==> config.mk <==
export PLATFORM = sky130hd
export DESIGN_NAME = tmcs_ctrl_status
export DESIGN_NICKNAME = d
export VERILOG_FILES = /design/src/verilog/tmcs_pkg.sv /design/src/verilog/tmcs_ctrl_status.sv /design/src/verilog/tmcs_fault_queue.sv /design/src/verilog/tmcs_rate_timer.sv
export SDC_FILE = /design/constraint.sdc
export NUM_CORES = 1
export LEC_CHECK = 0
export ABC_CLOCK_PERIOD_IN_PS = 5200
export BUFFER_PORTS_ARGS = -buffer_cell sky130_fd_sc_hd__buf_4
export CORE_MARGIN = 3
export CORE_UTILIZATION = 52
export DETAILED_ROUTE_END_ITERATION = 10
export PLACE_DENSITY = 0.75
export SLEW_MARGIN = 5
export SYNTH_ARGS = -nofsm -noshare
export SYNTH_HDL_FRONTEND = slang
export SYNTH_SLANG_ARGS = --single-unit
==> constraint.sdc <==
create_clock -name clock -period 5.2 [get_ports clock]
set_clock_uncertainty 0.1 [all_clocks]
set_input_delay 0.52 -clock clock [delete_from_list [all_inputs] [get_ports clock]]
set_output_delay 0.52 -clock clock [all_outputs]
set_load 0.02 [all_outputs]
==> src/verilog/tmcs_pkg.sv <==
package tmcs_pkg;
   // -----------------------------------------------------------------
   // Command codes
   // -----------------------------------------------------------------
   localparam logic [7:0] CMD_FLAGS_RD    = 8'h02;
   localparam logic [7:0] CMD_SETUP_RD    = 8'h03;
   localparam logic [7:0] CMD_INTERVAL_RD = 8'h04;
   localparam logic [7:0] CMD_SETUP_WR    = 8'h09;
   localparam logic [7:0] CMD_INTERVAL_WR = 8'h0A;
   localparam logic [7:0] CMD_ONE_SHOT    = 8'h0F;
   localparam logic [7:0] ONE_SHOT_RDATA  = 8'hFF;
   localparam logic [7:0] UNMAPPED_RDATA  = 8'h00;

   // -----------------------------------------------------------------
   // Reset values and field layout
   // -----------------------------------------------------------------
   localparam logic [7:0] SETUP_RESET     = 8'h00;
   localparam logic [7:0] SETUP_USED_MASK = 8'hD5;
   localparam logic [3:0] INTERVAL_RESET  = 4'h8;
   localparam logic [3:0] INTERVAL_MAX    = 4'h9;
   localparam int         INTERVAL_W      = 4;
   localparam int         SET_ALARM_MASK  = 7;
   localparam int         SET_STANDBY     = 6;
   localparam int         SET_REMOTE_CRITICAL_FLAG_MASK  = 4;
   localparam int         SET_LOCAL_CRITICAL_FLAG_MASK  = 2;
   localparam int         SET_FAULT_QUEUE = 0;
   localparam int         FLG_BUSY        = 7;
   localparam int         FLG_LOC_OVER    = 6;
   localparam int         FLG_LOC_UNDER   = 5;
   localparam int         FLG_REM_OVER    = 4;
   localparam int         FLG_REM_UNDER   = 3;
   localparam int         FLG_OPEN        = 2;
   localparam int         FLG_REM_CRIT    = 1;
   localparam int         FLG_LOC_CRIT    = 0;
   localparam logic [7:0] ALARM_SRC_MASK  = 8'h7B;
   localparam logic [1:0] QUEUE_DEPTH     = 2'd3;

   // -----------------------------------------------------------------
   // Timing
   // -----------------------------------------------------------------
   localparam longint CLOCK_HZ        = 64'd10_000_000;
   // Slowest period, code 0: 16 s (0.0625 Hz); each code step up to 9 halves it
   localparam longint SLOW_PERIOD_S   = 64'd16;
   localparam longint SLOW_PERIOD_CYC = SLOW_PERIOD_S * CLOCK_HZ;
   localparam int     PERIOD_W        = 28;
   localparam int     QUIET_W         = 2;
endpackage

==> src/verilog/tmcs_ctrl_status.sv <==
`timescale 1ns/1ps
module tmcs_ctrl_status #(
   parameter longint SLOW_CYC = tmcs_pkg::SLOW_PERIOD_CYC
) (
   // Clock, reset, enable
   input  wire logic       clock,
   input  wire logic       reset,
   input  wire logic       clockEnable,
   // Register access from the serial engine
   input  wire logic [7:0] command,
   input  wire logic       writeStrobe,
   input  wire logic [7:0] writeData,
   output logic [7:0]      readData,
   // Converter handshake
   output logic            convStart,
   input  wire logic       convDone,
   // Compare results, valid with convDone
   input  wire logic       localOver,
   input  wire logic       localUnder,
   input  wire logic       localCrit,
   input  wire logic       remoteOver,
   input  wire logic       remoteUnder,
   input  wire logic       remoteCrit,
   input  wire logic       diodeOpen,
   // Flag clear from the serial engine after a status read
   input  wire logic       flagsReadAck,
   // Outputs
   output logic            alarmOut,
   output logic            critical_out_n
);
   logic [7:0] deviceSetup;
   logic [3:0] sampleInterval;
   logic       busy;
   logic       oneShotPend;
   logic [6:0] flagBits;
   logic       rateTick;
   logic       remOverQ;
   logic       remUnderQ;
   logic       remCritQ;
   logic       running;
   logic [7:0] conditionFlags;

   assign running = !deviceSetup[tmcs_pkg::SET_STANDBY];

   // ----------------------------------------------------------------
   // Setup and interval registers
   // ----------------------------------------------------------------
   // Unused bits are masked on write so they can never read back set
   always_ff @(posedge clock) begin
      if (reset) begin
         deviceSetup    <= tmcs_pkg::SETUP_RESET;
         sampleInterval <= tmcs_pkg::INTERVAL_RESET;
      end else if (clockEnable && writeStrobe) begin
         if (command == tmcs_pkg::CMD_SETUP_WR) begin
            deviceSetup <= writeData & tmcs_pkg::SETUP_USED_MASK;
         end else if (command == tmcs_pkg::CMD_INTERVAL_WR) begin
            sampleInterval <= writeData[3:0];
         end
      end
   end

   // ----------------------------------------------------------------
   // Conversion scheduling
   // ----------------------------------------------------------------
   tmcs_rate_timer #(
      .SLOW_CYC    (SLOW_CYC)
   ) u_timer (
      .clock       (clock),
      .reset       (reset),
      .clockEnable (clockEnable),
      .run         (running),
      .code        (sampleInterval),
      .tick        (rateTick)
   );

   // One-shot request is held until the converter is idle
   always_ff @(posedge clock) begin
      if (reset) begin
         oneShotPend <= 1'b0;
      end else if (clockEnable) begin
         if (writeStrobe && command == tmcs_pkg::CMD_ONE_SHOT) begin
            oneShotPend <= 1'b1;
         end else if (convStart) begin
            oneShotPend <= 1'b0;
         end
      end
   end

   // Start pulse: periodic tick or one-shot, only when idle
   assign convStart = clockEnable && !busy
                      && ((rateTick && running) || oneShotPend);

   // Busy spans start to done
   always_ff @(posedge clock) begin
      if (reset) begin
         busy <= 1'b0;
      end else if (clockEnable) begin
         if (convStart) begin
            busy <= 1'b1;
         end else if (convDone) begin
            busy <= 1'b0;
         end
      end
   end

   // ----------------------------------------------------------------
   // Remote fault queue
   // ----------------------------------------------------------------
   tmcs_fault_queue u_qOver (
      .clock       (clock),
      .reset       (reset),
      .clockEnable (clockEnable),
      .sample      (convDone),
      .outside     (remoteOver),
      .needThree   (deviceSetup[tmcs_pkg::SET_FAULT_QUEUE]),
      .trip        (remOverQ)
   );
   tmcs_fault_queue u_qUnder (
      .clock       (clock),
      .reset       (reset),
      .clockEnable (clockEnable),
      .sample      (convDone),
      .outside     (remoteUnder),
      .needThree   (deviceSetup[tmcs_pkg::SET_FAULT_QUEUE]),
      .trip        (remUnderQ)
   );
   tmcs_fault_queue u_qCrit (
      .clock       (clock),
      .reset       (reset),
      .clockEnable (clockEnable),
      .sample      (convDone),
      .outside     (remoteCrit),
      .needThree   (deviceSetup[tmcs_pkg::SET_FAULT_QUEUE]),
      .trip        (remCritQ)
   );

   // ----------------------------------------------------------------
   // Condition flags
   // ----------------------------------------------------------------
   // Sticky until a status read; a new event in the clear cycle wins
   always_ff @(posedge clock) begin
      if (reset) begin
         flagBits <= 7'd0;
      end else if (clockEnable) begin
         flagBits <= (flagsReadAck ? 7'd0 : flagBits)
                     | (convDone ? {localOver, localUnder,
                                    remOverQ, remUnderQ,
                                    diodeOpen,
                                    remCritQ, localCrit}
                                 : 7'd0);
      end
   end

   assign conditionFlags = {busy, flagBits};

   // ----------------------------------------------------------------
   // Alarm and critical outputs
   // ----------------------------------------------------------------
   // Registered so the pins never glitch on a flag update
   always_ff @(posedge clock) begin
      if (reset) begin
         alarmOut       <= 1'b0;
         critical_out_n <= 1'b1;
      end else if (clockEnable) begin
         alarmOut <= !deviceSetup[tmcs_pkg::SET_ALARM_MASK]
                     && |(conditionFlags & tmcs_pkg::ALARM_SRC_MASK);
         critical_out_n <= !((flagBits[tmcs_pkg::FLG_REM_CRIT]
                              && !deviceSetup[tmcs_pkg::SET_REMOTE_CRITICAL_FLAG_MASK])
                             || (flagBits[tmcs_pkg::FLG_LOC_CRIT]
                              && !deviceSetup[tmcs_pkg::SET_LOCAL_CRITICAL_FLAG_MASK]));
      end
   end

   // ----------------------------------------------------------------
   // Read data
   // ----------------------------------------------------------------
   always_ff @(posedge clock) begin
      if (reset) begin
         readData <= tmcs_pkg::UNMAPPED_RDATA;
      end else if (clockEnable) begin
         if (command == tmcs_pkg::CMD_FLAGS_RD) begin
            readData <= conditionFlags;
         end else if (command == tmcs_pkg::CMD_SETUP_RD) begin
            readData <= deviceSetup;
         end else if (command == tmcs_pkg::CMD_INTERVAL_RD) begin
            readData <= {4'h0, sampleInterval};
         end else if (command == tmcs_pkg::CMD_ONE_SHOT) begin
            readData <= tmcs_pkg::ONE_SHOT_RDATA;
         end else begin
            readData <= tmcs_pkg::UNMAPPED_RDATA;
         end
      end
   end
endmodule

==> src/verilog/tmcs_fault_queue.sv <==
`timescale 1ns/1ps
module tmcs_fault_queue (
   // Clock and reset
   input  wire logic clock,
   input  wire logic reset,
   input  wire logic clockEnable,
   // Compare event
   input  wire logic sample,
   input  wire logic outside,
   input  wire logic needThree,
   // Qualified result
   output logic      trip
);
   logic [1:0] runCount;

   // ----------------------------------------------------------------
   // Consecutive out-of-limit counter
   // ----------------------------------------------------------------
   // Saturates at three; an in-limit sample restarts the run
   always_ff @(posedge clock) begin
      if (reset) begin
         runCount <= 2'd0;
      end else if (clockEnable && sample) begin
         if (!outside) begin
            runCount <= 2'd0;
         end else if (runCount != tmcs_pkg::QUEUE_DEPTH) begin
            runCount <= runCount + 2'd1;
         end
      end
   end

   // Single-sample or three-in-a-row qualification
   always_comb begin
      if (needThree) begin
         trip = outside && (runCount == (tmcs_pkg::QUEUE_DEPTH - 2'd1)
                || runCount == tmcs_pkg::QUEUE_DEPTH);
      end else begin
         trip = outside;
      end
   end
endmodule

==> src/verilog/tmcs_rate_timer.sv <==
`timescale 1ns/1ps
module tmcs_rate_timer #(
   parameter longint SLOW_CYC = tmcs_pkg::SLOW_PERIOD_CYC
) (
   // Clock and reset
   input  wire logic       clock,
   input  wire logic       reset,
   input  wire logic       clockEnable,
   // Control
   input  wire logic       run,
   input  wire logic [3:0] code,
   // Tick out
   output logic            tick
);
   logic [27:0] count;
   logic [27:0] limit;

   // Period in cycles less one for an interval code; undefined codes take 32 Hz
   function automatic logic [27:0] periodOf(input logic [3:0] c);
      logic [3:0] k;
      k = (c > tmcs_pkg::INTERVAL_MAX) ? tmcs_pkg::INTERVAL_MAX : c;
      return 28'((SLOW_CYC >> k) - 64'd1);
   endfunction

   assign limit = periodOf(code);

   // ----------------------------------------------------------------
   // Free-running period counter
   // ----------------------------------------------------------------
   // Restarts from zero whenever standby stops it
   always_ff @(posedge clock) begin
      if (reset) begin
         count <= 28'd0;
         tick  <= 1'b0;
      end else if (clockEnable) begin
         tick <= 1'b0;
         if (!run) begin
            count <= 28'd0;
         end else if (count >= limit) begin
            count <= 28'd0;
            tick  <= 1'b1;
         end else begin
            count <= count + 28'd1;
         end
      end
   end
endmodule

Yosys cells after proc, flatten, opt, wreduce, memory -nomap -nowiden:

Index checks and enable logic that the tools add are counted.

* logic and storage cells: 98
* bits in registers: 63
* bits of input ports: 29

* reductions and logical operators: 33
* bitwise gates (word level): 2
* equality and inequality tests: 18
* muxes and demuxes: 24
* add/sub/neg operators: 5
* shift operators: 1
* $lt $le $gt $ge: 2

Operators by type and width (count)
* 2-to-1 mux 28 bit: 2
* 2-to-1 mux 8 bit: 4
* adder 28 x 1 -> 28 bit (second input constant): 1
* greater-or-equal comparator 28 bit: 1
* right shift 28 x 4 -> 28 bit (first input constant): 1
* subtractor 28 x 1 -> 28 bit (second input constant): 1
* == test 8 x 4 -> 1 bit (second input constant): 3
* == test 8 x 2 -> 1 bit (second input constant): 2
* 2-to-1 mux 7 bit: 2
* == test 2 bit (second input constant): 6
* logical AND 1 bit: 12
* 2-to-1 mux 2 bit: 6
* AND reduction 2 bit: 6
* 2-to-1 mux 1 bit: 9
* == test 8 x 3 -> 1 bit (second input constant): 1
* bitwise OR 7 bit: 1
* adder 2 x 1 -> 2 bit (second input constant): 3
* logical NOT 1 bit: 6
* inequality test 2 x 1 -> 1 bit (second input constant): 3
* inequality test 2 bit (second input constant): 3
* OR reduction 6 bit: 1
* logical OR 1 bit: 5
* > comparator 4 bit (second input constant): 1
* 2-to-1 mux 4 bit: 1
* 3 further kinds: 4

Depth between registers and ports, before layout:

* depth after elaboration: 7
* gate-level depth with buffers: 22

Cells and area by module:

Synthesis repeated with hierarchy kept, for this count alone.

* cells, all modules: 597
* area total of the unflattened synthesis: 4814.6 sq um

Modules (own cells, without submodules)
* tmcs_rate_timer: instances 1, cells an instance 403, area an instance 3146.8 sq um
* tmcs_ctrl_status: instances 1, cells an instance 152, area an instance 1281.2 sq um
* tmcs_fault_queue: instances 3, cells an instance 14, area an instance 128.9 sq um

Worst setup path before layout:

OpenSTA, ideal clock, no wires.

* path kind: reg2reg
* start point: reg sampleInterval[3]
* end point: reg u_timer.count[2]
* stages on the path, launching flop included: 22
* arrival: 4351 ps
* required time: 5026 ps
* buffers on the path: 4
* path slack: 675 ps
* cell sequence: dfxtp_1 > clkbuf_1 > inv_1 > clkbuf_1 > nand2_1 > inv_1 > ha_1 > clkbuf_1 > nor2b_1 > o32ai_1 > o211ai_1 > nor3_1 > xor2_1 > nand2_1 > ha_1 > nand4_1 > nor4_1 > a32o_1 > o31a_1 > buf_6 > or4_1 > a31oi_1

* cells in the longest elaborated chain, start to end: 7

Ends and longest elaborated chain
* from (decl): line tmcs_ctrl_status.sv:32 `logic [3:0] sampleInterval;`
* from (signal assigned): line tmcs_ctrl_status.sv:52 `sampleInterval <= tmcs_pkg::INTERVAL_RESET;`
* from (signal assigned): line tmcs_ctrl_status.sv:57 `sampleInterval <= writeData[3:0];`
* > comparator 4 bit: line tmcs_rate_timer.sv:21 `k = (c > tmcs_pkg::INTERVAL_MAX) ? tmcs_pkg::INTERVAL_MAX : c;`
* 2-to-1 mux 4 bit (*): line tmcs_rate_timer.sv:21
* right shift 28 x 4 -> 28 bit (*): line tmcs_rate_timer.sv:22 `return 28'((SLOW_CYC >> k) - 64'd1);`
* subtractor 28 x 1 -> 28 bit (*): line tmcs_rate_timer.sv:22
* greater-or-equal comparator 28 bit (*): line tmcs_rate_timer.sv:39 `end else if (count >= limit) begin`
* 2-to-1 mux 28 bit (*): line tmcs_rate_timer.sv:39
* 2-to-1 mux 28 bit (*): line tmcs_rate_timer.sv:37 `if (!run) begin`
* to (signal assigned): line tmcs_rate_timer.sv:43 `count <= count + 28'd1;`
* to (decl): line tmcs_rate_timer.sv:15 `logic [27:0] count;`

Mark *: on every way between the ends. The rest lies on a longest branch, timed or not.
A chain may end at the register's enable or synchronous reset.

Worst setup path in the final report:

* start point: reg sampleInterval[1]
* end point: reg u_timer.count[2]

Same word-level chain as after synthesis.

==> out/metrics.csv <==
stage,metric,value,unit
status,status,"finished, final reports clean",
place,placed cell count,727,
synth,Synth area leaders,"dfxtp_1 (28%), ha_1 (11%), a21oi_1 (6.1%)",
synth,Synth Warn #,0,
global_routing,largest net degree at the start of global routing,67,
critical_path,cell family with most CP delay,simple AND/OR/NAND/NOR gates,
pwr,post-layout power,0.988,mW
floorplan,Ports,40,
synth,"Seq/Total Area, Yosys",27.5,%
floorplan,Die Span Y,99.9,um
synth,average instance area after synthesis,7.55,um^2
synth,biggest area consumer among synthesized cells,dfxtp_1,
clocking,clock sink count,63,
synth,Syn Std Cell Area,4580,um^2
floorplan,die span in x,99.9,um
pwr,P_int,0.715,mW
critical_path,CP arrival,4800,ps
pwr,Comb power frac,8.7,%
critical_path,Crit Path Class,register to register,
min_path,Hold Startpoint,writeData[3],
critical_path,cell count of the worst reg-to-reg path,17,
sta,final worst setup slack,573,ps
routing,router iterations before antenna repair,5,
clocking,clock input transition at the sequential cells of the worst setup and hold paths,70,ps
global_routing,vias in the first global route,4308,
pwr,switching pwr,0.273,mW
clocking,TritonCTS clock tree,yes,
synth,post-synthesis cell count,607,
routing,Routed WL per cell,16.3,um
final_layout,# fillers,785,
final_layout,Post-Layout Cell Count,743,
synth,Yosys reg bits,63,
sta,worst slew pin tran,707,ps
sta,final setup fails,0,
pwr,sequential power share,50.6,%
final_layout,"Core Util, Final",61.2,%
synth,"EDFF count, synth",0,
clocking,CTS root buffer,clkbuf_8,
critical_path,critical path startpoint,sampleInterval[1]$_SDFFE_PP0P_,
clocking,worst skew pair latency,350,ps
global_routing,first-pass GRT wire length,20300,um
floorplan,row count,33,
critical_path,CP required,5380,ps
synth,ys flop type,dfxtp_1,
critical_path,R2R Path Start,sampleInterval[1]$_SDFFE_PP0P_,
routing,via count,4646,
synth,commonest cells in the netlist,"nand2_1 (74), nor2_1 (64), dfxtp_1 (63), a21oi_1 (56), ha_1 (42)",
floorplan,die area,9970,um^2
synth,syn nets,678,
final_layout,fraction of layout cells with a size suffix above 1,11.8,%
final_layout,register area,1260,um^2
critical_path,crit start category,register,
floorplan,CORE AREA,8380,um^2
place,PortBufs,38,
clocking,Bufs on Longest Clock Path,2,
pwr,Pwr Density,193,nW/um^2
routing,DR vias/cell,6.25,
critical_path,Critical-path top delay cell,or4_1,
sta,max_slew headroom,52.9,%
floorplan,starting density of the core,54.7,%
final_layout,Final nets,704,
sta,Fin Setup TNS,0,ps
sta,Final Hold Fails,0,
pwr,"IR drop worst, VDD",0.161,mV
routing,WL final,12100,um
sta,fmax,216,MHz
clocking,clock buffer count from CTS,9,
routing,DRC Markers,0,
global_routing,GR Util All Layers,24.9,%
critical_path,Worst path max stage delay,500,ps
min_path,hold depth,3,
critical_path,"logic depth of the worst path, buffers included",17,
place,Final GP Congestion,0.928,
critical_path,most frequent CP cell,ha_1,
synth,ys async rst share,0,%
final_layout,Layout area overhead,12.0,%
critical_path,Worst Setup End Kind,register,
pwr,static leakage,1.95,nW
pwr,clock power share,40.8,%
synth,synth unique cells,59,
global_routing,initial antenna violation count,0,
critical_path,buffers and inverters on the worst path,1,
job,max-cap viol count,0,
sta,final number of max-transition violations,0,
clocking,CTS H-tree depth,3,
place,HPWL after detailed placement,8630,um
place,pre-CTS setup slack,447,ps
min_path,Hold Path Class,primary input to register,
final_layout,area of the multi-input gates,3110,um^2
sta,Period minus WS final,4630,ps
sta,Final Cycle Share,89.0,%
synth,share of the synthesized area in the top cell type,27.5,%
synth,most numerous cell in the Yosys netlist,nand2_1,
final_layout,Antenna Cells,0,
pwr,Sw Ratio,27.6,%
critical_path,CP max FO,12,
critical_path,cell-by-cell listing of the critical path,"or2_2, a21oi_1, inv_1, ha_1, and2_1, o31ai_1, nand3_1, nor3_1, xor2_1, nand2_1, ha_1, nand4_1, nor4_1, a32o_1, o31a_2, or4_1, a31oi_1",
routing,1st-iter DRT viols,378,
clocking,hold_buf cts,0,
global_routing,total grt overflow,0,
routing,remaining antenna violation count,0,
sta,RSZ-0062 raised after global routing,false,
final timing paths:
path | slack (ps) | to
hold reg to reg | 370 | u_timer.tick$_SDFFE_PP0P_
setup reg to reg | 570 | u_timer.count[2]$_SDFFE_PP0P_
hold / removal | 300 | sampleInterval[3]$_SDFFE_PP1P_
setup / recovery | 570 | u_timer.count[2]$_SDFFE_PP0P_
logic make-up (layout without fill, tap and decap cells):
group	after synthesis	after routing	synth area share, %
AND/OR/NAND/NOR	275	275	29.9
adder cells (fa/ha/maj)	42	42	11.5
multiplexers	17	17	3.74
AO/OA/AOI/OAI	145	145	20.7
flip-flops	63	63	27.5
XOR/XNOR	10	10	1.91
buffers and inverters	55	86	4.70
power by group through the flow:
| stage | Clock [mW] | Sequential [mW] | Combinational [mW] |
|---|---|---|---|
| floorplan | 0 | 0.514 | 0.0455 |
| global placement | 0 | 0.510 | 0.0830 |
| detailed placement | 0 | 0.510 | 0.0852 |
| CTS | 0.412 | 0.499 | 0.0855 |
| global route | 0.430 | 0.501 | 0.0945 |
| finish | 0.403 | 0.499 | 0.0858 |
worst min-delay path: stages:
cell	delay, ps
buf_4	70
nand2_1	40
o211ai_1	70
metal layers:
layer | up-vias | GRT usage (%) | part of all wire [%]
met1 | 2179 | 30.7 | 42
met3 | 20 | 5.77 | 6.5
met2 | 164 | 43.0 | 49
met5 | - | 0 | 0
li1 | 2283 | - | -
met4 | 0 | 7.88 | 1.8
final cells by class:
cell class / count / share of cell area (%)
Multi-Input combinational cell: 489 / 60.6
Tap cell: 105 / 2.56
Inverter: 20 / 1.46
Timing Repair Buffer: 50 / 7.32
Clock buffer: 10 / 2.68
Sequential cell: 63 / 24.6
Clock inverter: 6 / 0.829
registers in the layout, summed over array words and instances (netlist names):
register	count
alarmOut	1
u_qCrit.runCount	2
busy	1
oneShotPend	1
u_qOver.runCount	2
u_timer.count	28
deviceSetup	5
sampleInterval	4
u_timer.tick	1
flagBits	7
critical_out_n	1
u_qUnder.runCount	2
readData	8
through the flow:
stage | hold WS (ps) | cell area (um^2)
floorplan | 341 | 4580
global placement | 349 | 4950
detailed placement | 361 | 4950
CTS | 294 | 5130
global route | 311 | 5130
finish | 299 | 5130
cell usage in the layout, fill, tap and decap left out, types with 3 or more instances in the layout:
cell / count
nand2_1: 74
nor2_1: 64
dfxtp_1: 63
a21oi_1: 56
buf_4: 50
ha_1: 42
nor3_1: 24
nand4_1: 24
o21ai_0: 20
nand3_1: 20
inv_1: 19
mux2i_1: 16
a211o_1: 16
nor4_1: 11
nand2b_1: 10
and3_1: 10
clkbuf_8: 10
or3_1: 8
a211oi_1: 7
or4_1: 6
nor2b_1: 5
xnor2_1: 5
xor2_1: 5
a31oi_1: 5
o31ai_1: 4
o21a_1: 4
a22oi_1: 4
a32oi_1: 4
o211ai_1: 3
nand3b_1: 3
o221ai_1: 3
and4_1: 3
nand4b_1: 3
repair_timing:
action,CTS,global route
endpoints found under the setup margin,0,5
resized for setup,0,1
buffers inserted,0,0
(Power assumes the default switching activity.)
